--- src/rtl/lcg_cfg.svh ---
// register offsets, field positions and reset values of the gate input select block
`ifndef LCG_CFG_SVH
`define LCG_CFG_SVH

`define LCG_ADDR_W        3
`define LCG_OFS_DFOUR     3'h0
`define LCG_OFS_GATE0     3'h1
`define LCG_OFS_GATE1     3'h2
`define LCG_OFS_GATE2     3'h3
`define LCG_OFS_POL       3'h4

`define LCG_DFOUR_MSB     5
`define LCG_DFOUR_LSB     0
`define LCG_DFOUR_PAD     2'h0
`define LCG_POL_MSB       2
`define LCG_POL_PAD       5'h00

`define LCG_DFOUR_RST     6'h00
`define LCG_GATE_RST      8'h00
`define LCG_POL_RST       3'h0
`define LCG_GATEOUT_RST   3'h0
`define LCG_RDATA_IDLE    8'h00

`endif

--- src/rtl/lcg_pkg.sv ---
// types shared by the gate input select block
package lcg_pkg;

    // one register bus request, all strobes and fields together
    typedef struct packed {
        logic [2:0] addr;
        logic [7:0] wdata;
        logic       wr;
        logic       rd;
    } lcg_bus_req_t;

    // one gate enable register, bit 7 down to bit 0
    typedef struct packed {
        logic d4t;
        logic d4n;
        logic d3t;
        logic d3n;
        logic d2t;
        logic d2n;
        logic d1t;
        logic d1n;
    } lcg_gate_sel_t;

    // or of every enabled true or inverted line; nothing enabled gives zero
    function automatic logic gate_or(input lcg_gate_sel_t sel, input logic [3:0] lines);
        logic acc;
        acc = 1'b0;
        acc = acc | (sel.d1t & lines[0]) | (sel.d1n & ~lines[0]);
        acc = acc | (sel.d2t & lines[1]) | (sel.d2n & ~lines[1]);
        acc = acc | (sel.d3t & lines[2]) | (sel.d3n & ~lines[2]);
        acc = acc | (sel.d4t & lines[3]) | (sel.d4n & ~lines[3]);
        return acc;
    endfunction : gate_or

endpackage : lcg_pkg

--- src/rtl/lcg_input_select.sv ---
// gate input select section of one configurable logic cell, with its register port
//
// Behaviour
// - six-bit field, bits 5..0 of data four select, picks the fourth channel source
// - bits 7 and 6 of data four select read zero and hold nothing
// - select field and gate enables are read/write; only power-on reset touches them
// - gate zero enable bits 7/6..1/0 pass channels four..one true and inverted
// - gate one enable bit pairs pass channels four..one true and inverted
// - gate two enable bit pairs pass channels four..one true and inverted
// - a cleared enable bit drops that signal, a set bit adds it
// - channels one to four are cell input lines zero to three
// - each gate output has its own polarity bit that inverts it
`timescale 1ns/10ps
`default_nettype none
`include "lcg_cfg.svh"

module lcg_input_select (
    input  wire logic                 clk,
    input  wire logic                 resetn,
    input  wire lcg_pkg::lcg_bus_req_t busReq,
    output logic [7:0]                rdData,
    input  wire logic [2:0]           cellLinesLow,
    input  wire logic [63:0]          sourceBus,
    output logic [2:0]                gateOut
);

    // stored configuration
    logic [5:0]             dFourSel_r;
    logic [5:0]             dFourSel_nxt;
    lcg_pkg::lcg_gate_sel_t gateSel_r   [3];
    lcg_pkg::lcg_gate_sel_t gateSel_nxt [3];
    logic [2:0]             gateInv_r;
    logic [2:0]             gateInv_nxt;

    // read port and gate outputs
    logic [7:0]             rdData_r;
    logic [7:0]             rdData_nxt;
    logic [2:0]             gateOut_r;
    logic [2:0]             gateOut_nxt;

    // datapath
    logic                   lineThree;
    logic [3:0]             cellLines;
    logic [2:0]             gateValue;

    // register writes; unmapped offsets are ignored
    always_comb begin
        dFourSel_nxt = dFourSel_r;
        gateSel_nxt  = gateSel_r;
        gateInv_nxt  = gateInv_r;
        if (busReq.wr) begin
            unique case (busReq.addr)
                `LCG_OFS_DFOUR: begin
                    dFourSel_nxt = busReq.wdata[`LCG_DFOUR_MSB:`LCG_DFOUR_LSB];
                end
                `LCG_OFS_GATE0: begin
                    gateSel_nxt[0] = busReq.wdata;
                end
                `LCG_OFS_GATE1: begin
                    gateSel_nxt[1] = busReq.wdata;
                end
                `LCG_OFS_GATE2: begin
                    gateSel_nxt[2] = busReq.wdata;
                end
                `LCG_OFS_POL: begin
                    gateInv_nxt = busReq.wdata[`LCG_POL_MSB:0];
                end
                default: begin
                end
            endcase
        end
    end

    // resetn stands for power-on and brown-out: the contents are undefined there,
    // so zero is a legal pick; no other reset reaches these flops, so they keep
    always_ff @(posedge clk or negedge resetn) begin
        if (!resetn) begin
            dFourSel_r   <= `LCG_DFOUR_RST;
            gateSel_r[0] <= `LCG_GATE_RST;
            gateSel_r[1] <= `LCG_GATE_RST;
            gateSel_r[2] <= `LCG_GATE_RST;
            gateInv_r    <= `LCG_POL_RST;
        end else begin
            dFourSel_r   <= dFourSel_nxt;
            gateSel_r    <= gateSel_nxt;
            gateInv_r    <= gateInv_nxt;
        end
    end

    // read data stand only in the cycle after the strobe, zero otherwise
    always_comb begin
        rdData_nxt = `LCG_RDATA_IDLE;
        if (busReq.rd) begin
            unique case (busReq.addr)
                `LCG_OFS_DFOUR: begin
                    rdData_nxt = {`LCG_DFOUR_PAD, dFourSel_r};
                end
                `LCG_OFS_GATE0: begin
                    rdData_nxt = gateSel_r[0];
                end
                `LCG_OFS_GATE1: begin
                    rdData_nxt = gateSel_r[1];
                end
                `LCG_OFS_GATE2: begin
                    rdData_nxt = gateSel_r[2];
                end
                `LCG_OFS_POL: begin
                    rdData_nxt = {`LCG_POL_PAD, gateInv_r};
                end
                default: begin
                end
            endcase
        end
    end

    // read data register; it falls back to idle so a stale byte never lingers
    always_ff @(posedge clk or negedge resetn) begin
        if (!resetn) begin
            rdData_r <= `LCG_RDATA_IDLE;
        end else begin
            rdData_r <= rdData_nxt;
        end
    end

    // fourth channel source selector
    lcg_data_mux u_dfour (
        .srcSel    (dFourSel_r),
        .sourceBus (sourceBus),
        .dataLine  (lineThree)
    );

    // channels one to four map onto lines zero to three
    assign cellLines = {lineThree, cellLinesLow};

    // three gates share one implementation
    for (genvar g = 0; g < 3; g++) begin : gen_gate
        lcg_gate u_gate (
            .gateSel   (gateSel_r[g]),
            .lines     (cellLines),
            .invert    (gateInv_r[g]),
            .gateValue (gateValue[g])
        );
    end

    // outputs are registered so the mode logic sees glitch-free gates, at one cycle of latency
    always_comb begin
        gateOut_nxt = gateValue;
    end

    // gate output register
    always_ff @(posedge clk or negedge resetn) begin
        if (!resetn) begin
            gateOut_r <= `LCG_GATEOUT_RST;
        end else begin
            gateOut_r <= gateOut_nxt;
        end
    end

    // ports come straight from the flops
    assign rdData  = rdData_r;
    assign gateOut = gateOut_r;
endmodule : lcg_input_select

`default_nettype wire

--- src/rtl/lcg_data_mux.sv ---
// source selector that drives the fourth data channel
`timescale 1ns/10ps
`default_nettype none

module lcg_data_mux (
    input  wire logic [5:0]  srcSel,
    input  wire logic [63:0] sourceBus,
    output logic             dataLine
);

    // every code of the 6-bit field names a source, so no code is illegal
    always_comb begin
        dataLine = sourceBus[srcSel];
    end

endmodule : lcg_data_mux

`default_nettype wire

--- src/rtl/lcg_gate.sv ---
// one logic gate fed by its enable register, with its output polarity stage
`timescale 1ns/10ps
`default_nettype none

module lcg_gate (
    input  wire lcg_pkg::lcg_gate_sel_t gateSel,
    input  wire logic [3:0]             lines,
    input  wire logic                   invert,
    output logic                        gateValue
);

    // or of enabled lines, then the polarity bit flips the result
    always_comb begin
        gateValue = lcg_pkg::gate_or(gateSel, lines) ^ invert;
    end

endmodule : lcg_gate

`default_nettype wire

--- config.mk ---
export PLATFORM = sky130hd
export DESIGN_NAME = lcg_input_select
export DESIGN_NICKNAME = d
export VERILOG_FILES = /design/src/rtl/lcg_pkg.sv /design/src/rtl/lcg_input_select.sv /design/src/rtl/lcg_data_mux.sv /design/src/rtl/lcg_gate.sv
export VERILOG_INCLUDE_DIRS = /design/src /design/src/rtl
export SDC_FILE = /design/constraint.sdc
export NUM_CORES = 1
export LEC_CHECK = 0
export ABC_AREA = 0
export BUFFER_PORTS_ARGS = -buffer_cell sky130_fd_sc_hd__buf_2
export CAP_MARGIN = 10
export CORE_AREA = 2 2 102 94
export DETAILED_ROUTE_END_ITERATION = 8
export DIE_AREA = 0 0 104 96
export GPL_TIMING_DRIVEN = 1
export PLACE_DENSITY = 0.49
export SLEW_MARGIN = 0
export SYNTH_ARGS = -nofsm -noshare
export SYNTH_HDL_FRONTEND = slang
export SYNTH_SLANG_ARGS = --single-unit
--- constraint.sdc ---
create_clock -name clk -period 4.7 [get_ports clk]
set_input_delay 0.94 -clock clk [delete_from_list [all_inputs] [get_ports clk]]
set_output_delay 0.94 -clock clk [all_outputs]
set_load 0.02 [all_outputs]
==> results of run 1 <==
layout by cell type (no fill, tap or decap), types with 3 or more instances in the layout:
master	count
nand3_1	8
clkbuf_8	5
nor2b_1	10
mux4_1	5
mux2i_1	17
xnor2_1	3
mux4_2	8
a22oi_1	9
nor2_1	8
mux2_2	39
dfrtp_1	44
buf_2	92
o22ai_1	6
o21ai_1	3
and3b_1	3
nand2b_1	4
and2_1	4
synthesized netlist by cell type, types with 3 or more instances:
library cell	instances	share of area, %
a22oi_1	9	2.6
and2_1	4	0.96
and3b_1	3	1.0
clkbuf_1	6	0.86
dfrtp_1	44	42
mux2_2	39	17
mux2i_1	17	6.5
mux4_1	5	5.0
mux4_2	8	6.9
nand2b_1	4	0.96
nand3_1	8	1.5
nor2_1	8	1.2
nor2b_1	10	2.4
o21ai_1	3	0.58
o22ai_1	6	1.4
xnor2_1	3	1.0
cell type report:
| class | count | area (sq um) |
|---|---|---|
| fillers | 932 | 5672 |
| multi-input cells | 150 | 1453 |
| flip-flops and latches | 44 | 1101 |
| repair buffers | 93 | 467.9 |
| well taps | 122 | 152.6 |
| clock buffers | 5 | 68.82 |
| inverters | 1 | 3.754 |
worst paths after layout:
| kind | from | end | slack [ns] | depth (start not counted) |
|---|---|---|---|---|
| setup / recovery | dFourSel_r[0] | gateOut[0] | 1.76 | 8 |
| hold / removal | gateInv_r[2] | gateOut[2] | 0.52 | 1 |
| max in group asynchronous | resetn | dFourSel_r[0] | 3.28 | 1 |
| min in group asynchronous | resetn | gateSel_r[20] | 0.81 | 1 |
| setup reg to reg | dFourSel_r[0] | gateOut[0] | 1.76 | 8 |
| hold reg to reg | gateInv_r[2] | gateOut[2] | 0.52 | 1 |
power breakdown:
part / switching (mW) / internal [mW]
sequential: 0.0875 / 0.458
combinational: 0.168 / 0.228
clock: 0.119 / 0.0961
state kept, by name, indices dropped and copies added, names as in the netlist:
name and count:
dFourSel_r 6, gateSel_r 24, gateOut 3, rdData 8, gateInv_r 3
metal layers:
layer	vias up	global-route usage [%]	routed length (um)
met3	6	2.911	213
met4	0	3.041	76
met2	31	26.75	3608
li1	974	-	-
met1	1051	17.46	3037
met5	-	0	0
metrics by stage:
| step | hold slack, ns | setup slack (ns) | cells | utilization [%] | total power, mW |
|---|---|---|---|---|---|
| 5_1_grt | 0.5422 | 1.579 | 415 | 36.41 | 1.236 |
| 4_1_cts | 0.5216 | 1.721 | 415 | 36.41 | 1.171 |
| 3_3_place_gp | 0.5087 | 1.811 | 410 | 35.63 | 0.9529 |
| 3_5_place_dp | 0.5078 | 1.741 | 410 | 35.63 | 0.9566 |
| 6_report | 0.5242 | 1.761 | 415 | 36.41 | 1.158 |
| 2_1_floorplan | 0.4631 | 2.012 | 205 | - | 0.8242 |
logic make-up (layout without fill, tap and decap cells):
logic type             Yosys count  count (layout)  share of synthesized area [%]
XOR/XNOR                         3               3                          1.007
buffers and inverters           11              99                          2.157
AND/OR/NAND/NOR                 48              48                          11.07
AO/OA/AOI/OAI                   30              30                          8.293
multiplexers                    69              69                          35.28
flip-flops                      44              44                          42.19
worst register-to-register path: stages, from the launching register on:
cell and delay (ns):
dfrtp_1 0.70, buf_4 0.34, mux4_2 0.52, and3_1 0.19, or4_4 0.49, and3b_4 0.22
o21ai_1 0.12, and3b_1 0.18, xnor2_1 0.11
==> flow_metrics.env, run 1 <==
export IMPL_status="completed"
export IMPL_ys_seq_area_share_pct=42.19
export IMPL_antenna_left=0
export IMPL_leakage_nw=1.480
export IMPL_clk_latency_ns=0.29
export IMPL_dp_hpwl_mm=5.430
export IMPL_design_area_sq_mm=0.003247
export IMPL_arrival_ns=3.15
export IMPL_cts_resized=0
export IMPL_h_tree_depth=2
export IMPL_die_h_um=96
export IMPL_drc=0
export IMPL_slowest_delay_ns=0.70
export IMPL_overflow=0
export IMPL_maxCapViolations=0
export IMPL_startpoint_type="register"
export IMPL_post_route_min_period_ns=2.939
export IMPL_die_area_sq_mm=0.009984
export IMPL_drv_slew=0
export IMPL_path_buf_inv=1
export IMPL_nets=377
export IMPL_antenna_found_initial=0
export IMPL_layout_drive_gt1_share_pct=50.51
export IMPL_final_setup_tns_ns=0
export IMPL_post_route_period_util_pct=62.54
export IMPL_cp_max_fo=15
export IMPL_vias=2062
export IMPL_grt_pass1_wl_mm=11.21
export IMPL_required_ns=4.91
export IMPL_clk_pin_slew_ns=0.08
export IMPL_hold_class="register to register"
export IMPL_grt_total_usage_pct=14.39
export IMPL_post_cts_setup_buffer_count=0
export IMPL_first_global_vias=2262
export IMPL_endpoint_kind="register"
export IMPL_wl_per_cell_um=16.71
export IMPL_postSynthAreaPerCell_sq_um=12.73
export IMPL_cts_buffer_depth=2
export IMPL_synth_edff_count=0
export IMPL_initial_core_util_pct=29.26
export IMPL_critPathTopFamily="simple AND/OR/NAND/NOR gates"
export IMPL_synth_distinct_cells=38
export IMPL_die_width_um=104
export IMPL_io_buffers=92
export IMPL_cts_tree="yes"
export IMPL_placementRows=33
export IMPL_place_congestion=0.8467
export IMPL_place_area_sq_mm=0.003178
export IMPL_area_growth_pct=24.40
export IMPL_syn_num_nets=287
export IMPL_hold_viol_final=0
export IMPL_critPathKind="register to register"
export IMPL_power_density_mw_per_mm2=356.5
export IMPL_clock_sinks=44
export IMPL_grt_max_degree=45
export IMPL_clockRootBuffer="clkbuf_8"
export IMPL_avgViaCountPerCell=4.969
export IMPL_slew_headroom_pct=34.50
export IMPL_rsz0062_at_grt="no"
export IMPL_cts_buffers=5
export IMPL_ir_worst_vdd_mv=0.1343
export IMPL_setup_viol=0
export IMPL_core_area_sq_mm=0.008919
export IMPL_clock_fmax_ghz=0.3402
export IMPL_postSynthCellCount=205
export IMPL_first_iter_violations=38
export IMPL_fin_skew_ns=0.004053
export IMPL_synthArstFlopShare_pct=100.0
export IMPL_synth_ff_type="dfrtp_1"
export IMPL_yosys_warnings=0
export IMPL_cts_hold_buffers_added=0
export IMPL_path_cells="buf_4 > mux4_2 > and3_1 > or4_4 > and3b_4 > o21ai_1 > and3b_1 > xnor2_1"
export IMPL_diodes=0
export IMPL_tightest_slew_ns=0.9824
export IMPL_ios=93
export IMPL_synth_ff_latch_count=44
export IMPL_critical_path_slowest_cell="dfrtp_1"
export IMPL_syn_cell_area_sq_mm=0.002610
export IMPL_wl_mm=6.935
export IMPL_first_pass_iters=4
No activity file was read; power rests on OpenSTA's default activity.
==> inputs of run 2 (changes only) <==
Settings changed: ABC_AREA 0 to 1, CORE_AREA 2 2 102 94 to 2 2 103 95, DIE_AREA 0 0 104 96 to 0 0 105 97.
Clock period 4.7 ns to 3 ns, I/O delays scaled along.
==> run 2 against run 1 <==
Routed wire length grew 13%. Cell area increased by 0.58%. Non-clock buffer count unchanged. Sequential power up 49%. Largest cell class unchanged. Highest routed layer unchanged.
==> flow_metrics.env, run 2 <==
export IMPL_status="completed"
export IMPL_wl_mm=7.833
export IMPL_path_buf_inv=1
export IMPL_cts_buffers=5
export IMPL_synth_top_family_by_area="simple AND/OR/NAND/NOR gates"
export IMPL_synth_simple_area_share_pct=37.91
export IMPL_largest_register="gateSel_r"
export IMPL_synth_area_mux_share_pct=0
export IMPL_yosys_warnings=0
export IMPL_largest_register_ffs=24
export IMPL_layout_drive_gt1_share_pct=25.27
export IMPL_synth_compound_area_share_pct=11.30
export IMPL_hold_class="primary input to async pin"
export IMPL_tightest_slew_ns=0.9765
export IMPL_vias=2678
export IMPL_slew_headroom_pct=34.90
export IMPL_yosys_top_cells_area="dfrtp_1 (41%), nand2_1 (20%), nand3_1 (11%)"
export IMPL_core_area_sq_mm=0.009001
export IMPL_critical_path_slowest_cell="dfrtp_1"
export IMPL_path_cells="inv_4 > nand3_1 > nand3_1 > nand2_1 > nand2_1 > nand3_1 > nand3_2 > nand3_1 > nand3_1 > nand2_1 > nand2_1"
export IMPL_grt_pass1_wl_mm=13.03
export IMPL_io_buffers=92
export IMPL_initial_core_util_pct=29.89
export IMPL_nFillCells=991
export IMPL_post_route_min_period_ns=2.034
export IMPL_met1_usage_pct=22.46
export IMPL_cp_max_fo=19
export IMPL_postSynthCellCount=377
export IMPL_power_total_mw=1.795
export IMPL_clockRootBuffer="clkbuf_8"
export IMPL_placed_cells=577
export IMPL_required_ns=3.19
export IMPL_synth_most_common_cell="nand2_1"
export IMPL_critPathKind="register to register"
export IMPL_placementRows=33
export IMPL_utilization_pct=36.28
export IMPL_leakage_nw=1.711
export IMPL_diodes=0
export IMPL_fin_hold_ws_ns=0.4516
export IMPL_synth_xor_xnor_area_share_pct=0
export IMPL_place_congestion=0.8234
export IMPL_syn_num_nets=459
export IMPL_ir_worst_vdd_mv=0.2413
export IMPL_clock_fmax_ghz=0.4916
export IMPL_area_growth_pct=21.40
export IMPL_yosys_area_top_type_share_pct=40.93
export IMPL_mostFrequentLayoutCells="nand2_1 (145), buf_2 (92), nand3_1 (61)"
export IMPL_cts_resized=0
export IMPL_fin_skew_ns=0.006246
export IMPL_setup_viol=0
export IMPL_clk_pin_slew_ns=0.08
export IMPL_drv_slew=0
export IMPL_antenna_left=0
export IMPL_slowest_delay_ns=0.78
export IMPL_stdcell_count=585
export IMPL_regArea_sq_mm=0.001101
export IMPL_first_global_vias=2624
export IMPL_arrival_ns=2.22
export IMPL_endpoint_kind="register"
export IMPL_avgViaCountPerCell=4.578
export IMPL_post_route_period_util_pct=67.81
export IMPL_wl_per_cell_um=13.39
export IMPL_clk_latency_ns=0.30
export IMPL_synthTopCellsByCount="nand2_1 (145), nand3_1 (61), dfrtp_1 (44), o21ai_0 (36), inv_1 (28)"
export IMPL_postSynthAreaPerCell_sq_um=7.135
export IMPL_critPathTopFamily="simple AND/OR/NAND/NOR gates"
export IMPL_layout_commonest_cell="nand2_1"
export IMPL_synth_distinct_cells=26
export IMPL_grt_total_usage_pct=15.84
export IMPL_startpoint_type="register"
export IMPL_crit_path_frequent_cell="nand3_1"
export IMPL_first_pass_iters=4
export IMPL_cts_tree="yes"
export IMPL_drc=0
export IMPL_syn_cell_area_sq_mm=0.002690
export IMPL_clock_sinks=44
export IMPL_dp_hpwl_mm=6.124
export IMPL_first_iter_violations=78
export IMPL_synth_ff_type="dfrtp_1"
export IMPL_hold_viol_final=0
export IMPL_die_width_um=105
export IMPL_rsz0062_at_grt="no"
export IMPL_cts_hold_buffers_added=0
export IMPL_synthArstFlopShare_pct=100.0
export IMPL_overflow=0
export IMPL_final_setup_tns_ns=0
export IMPL_synth_ff_latch_count=44
export IMPL_die_area_sq_mm=0.01019
export IMPL_ys_seq_area_share_pct=40.93
export IMPL_maxCapViolations=0
export IMPL_ios=93
export IMPL_h_tree_depth=2
export IMPL_gr_usage_met3_pct=4.111
export IMPL_grt_util_met2_pct=24.48
export IMPL_power_density_mw_per_mm2=549.8
export IMPL_antenna_found_initial=0
export IMPL_grt_max_degree=45
export IMPL_die_h_um=97
export IMPL_top_usage_layer="met2"
export IMPL_post_cts_setup_buffer_count=0
export IMPL_nets=544
export IMPL_synth_adder_area_share_pct=0
export IMPL_cts_buffer_depth=2
export IMPL_synth_edff_count=0
export IMPL_yosys_area_top_type="dfrtp_1"
export IMPL_multi_input_area_sq_mm=0.001324
==> run 2: path summary, 6_finish.rpt <==
kind,from,to,slack [ns],depth (start not counted)
min,resetn,rdData[6],0.45,1
min in group clk,gateSel_r[20],gateSel_r[20],0.49,2
min reg2reg,gateSel_r[20],gateSel_r[20],0.49,2
max reg2reg,dFourSel_r[1],gateOut[2],0.97,11
max,dFourSel_r[1],gateOut[2],0.97,11
max in group asynchronous,resetn,gateSel_r[13],1.95,1
==> run 2: area by class of cell <==
cell class / count / share of cell area [%]
Inverter: 32 / 3.985
Clock buffer: 8 / 2.759
Tap cell: 122 / 4.674
Multi-Input combinational cell: 286 / 40.54
Timing Repair Buffer: 93 / 14.33
Sequential cell: 44 / 33.72
==> run 2: metal layers <==
layer	wire, um	up-vias
li1	-	1406
met2	3396	75
met5	0	-
met4	40	0
met3	467	4
met1	3929	1193
==> run 2: cell families after synthesis <==
family,Yosys count
simple gates,232
compound gates,54
flops,44
buf+inv,47
==> run 2: power by group <==
group          total [mW]  switching, mW  internal (mW)
Combinational       0.596          0.369          0.227
Clock               0.386          0.198          0.188
Sequential          0.813          0.115          0.699
Total                1.80          0.682           1.11
==> run 2: through the flow <==
stage	setup WS (ns)	area (sq um)
after floorplan	1.391	2690
after global placement	0.9483	3176
after detailed placement	0.9534	3176
after CTS	0.9327	3266
after global routing	0.7279	3266
final	0.9658	3266
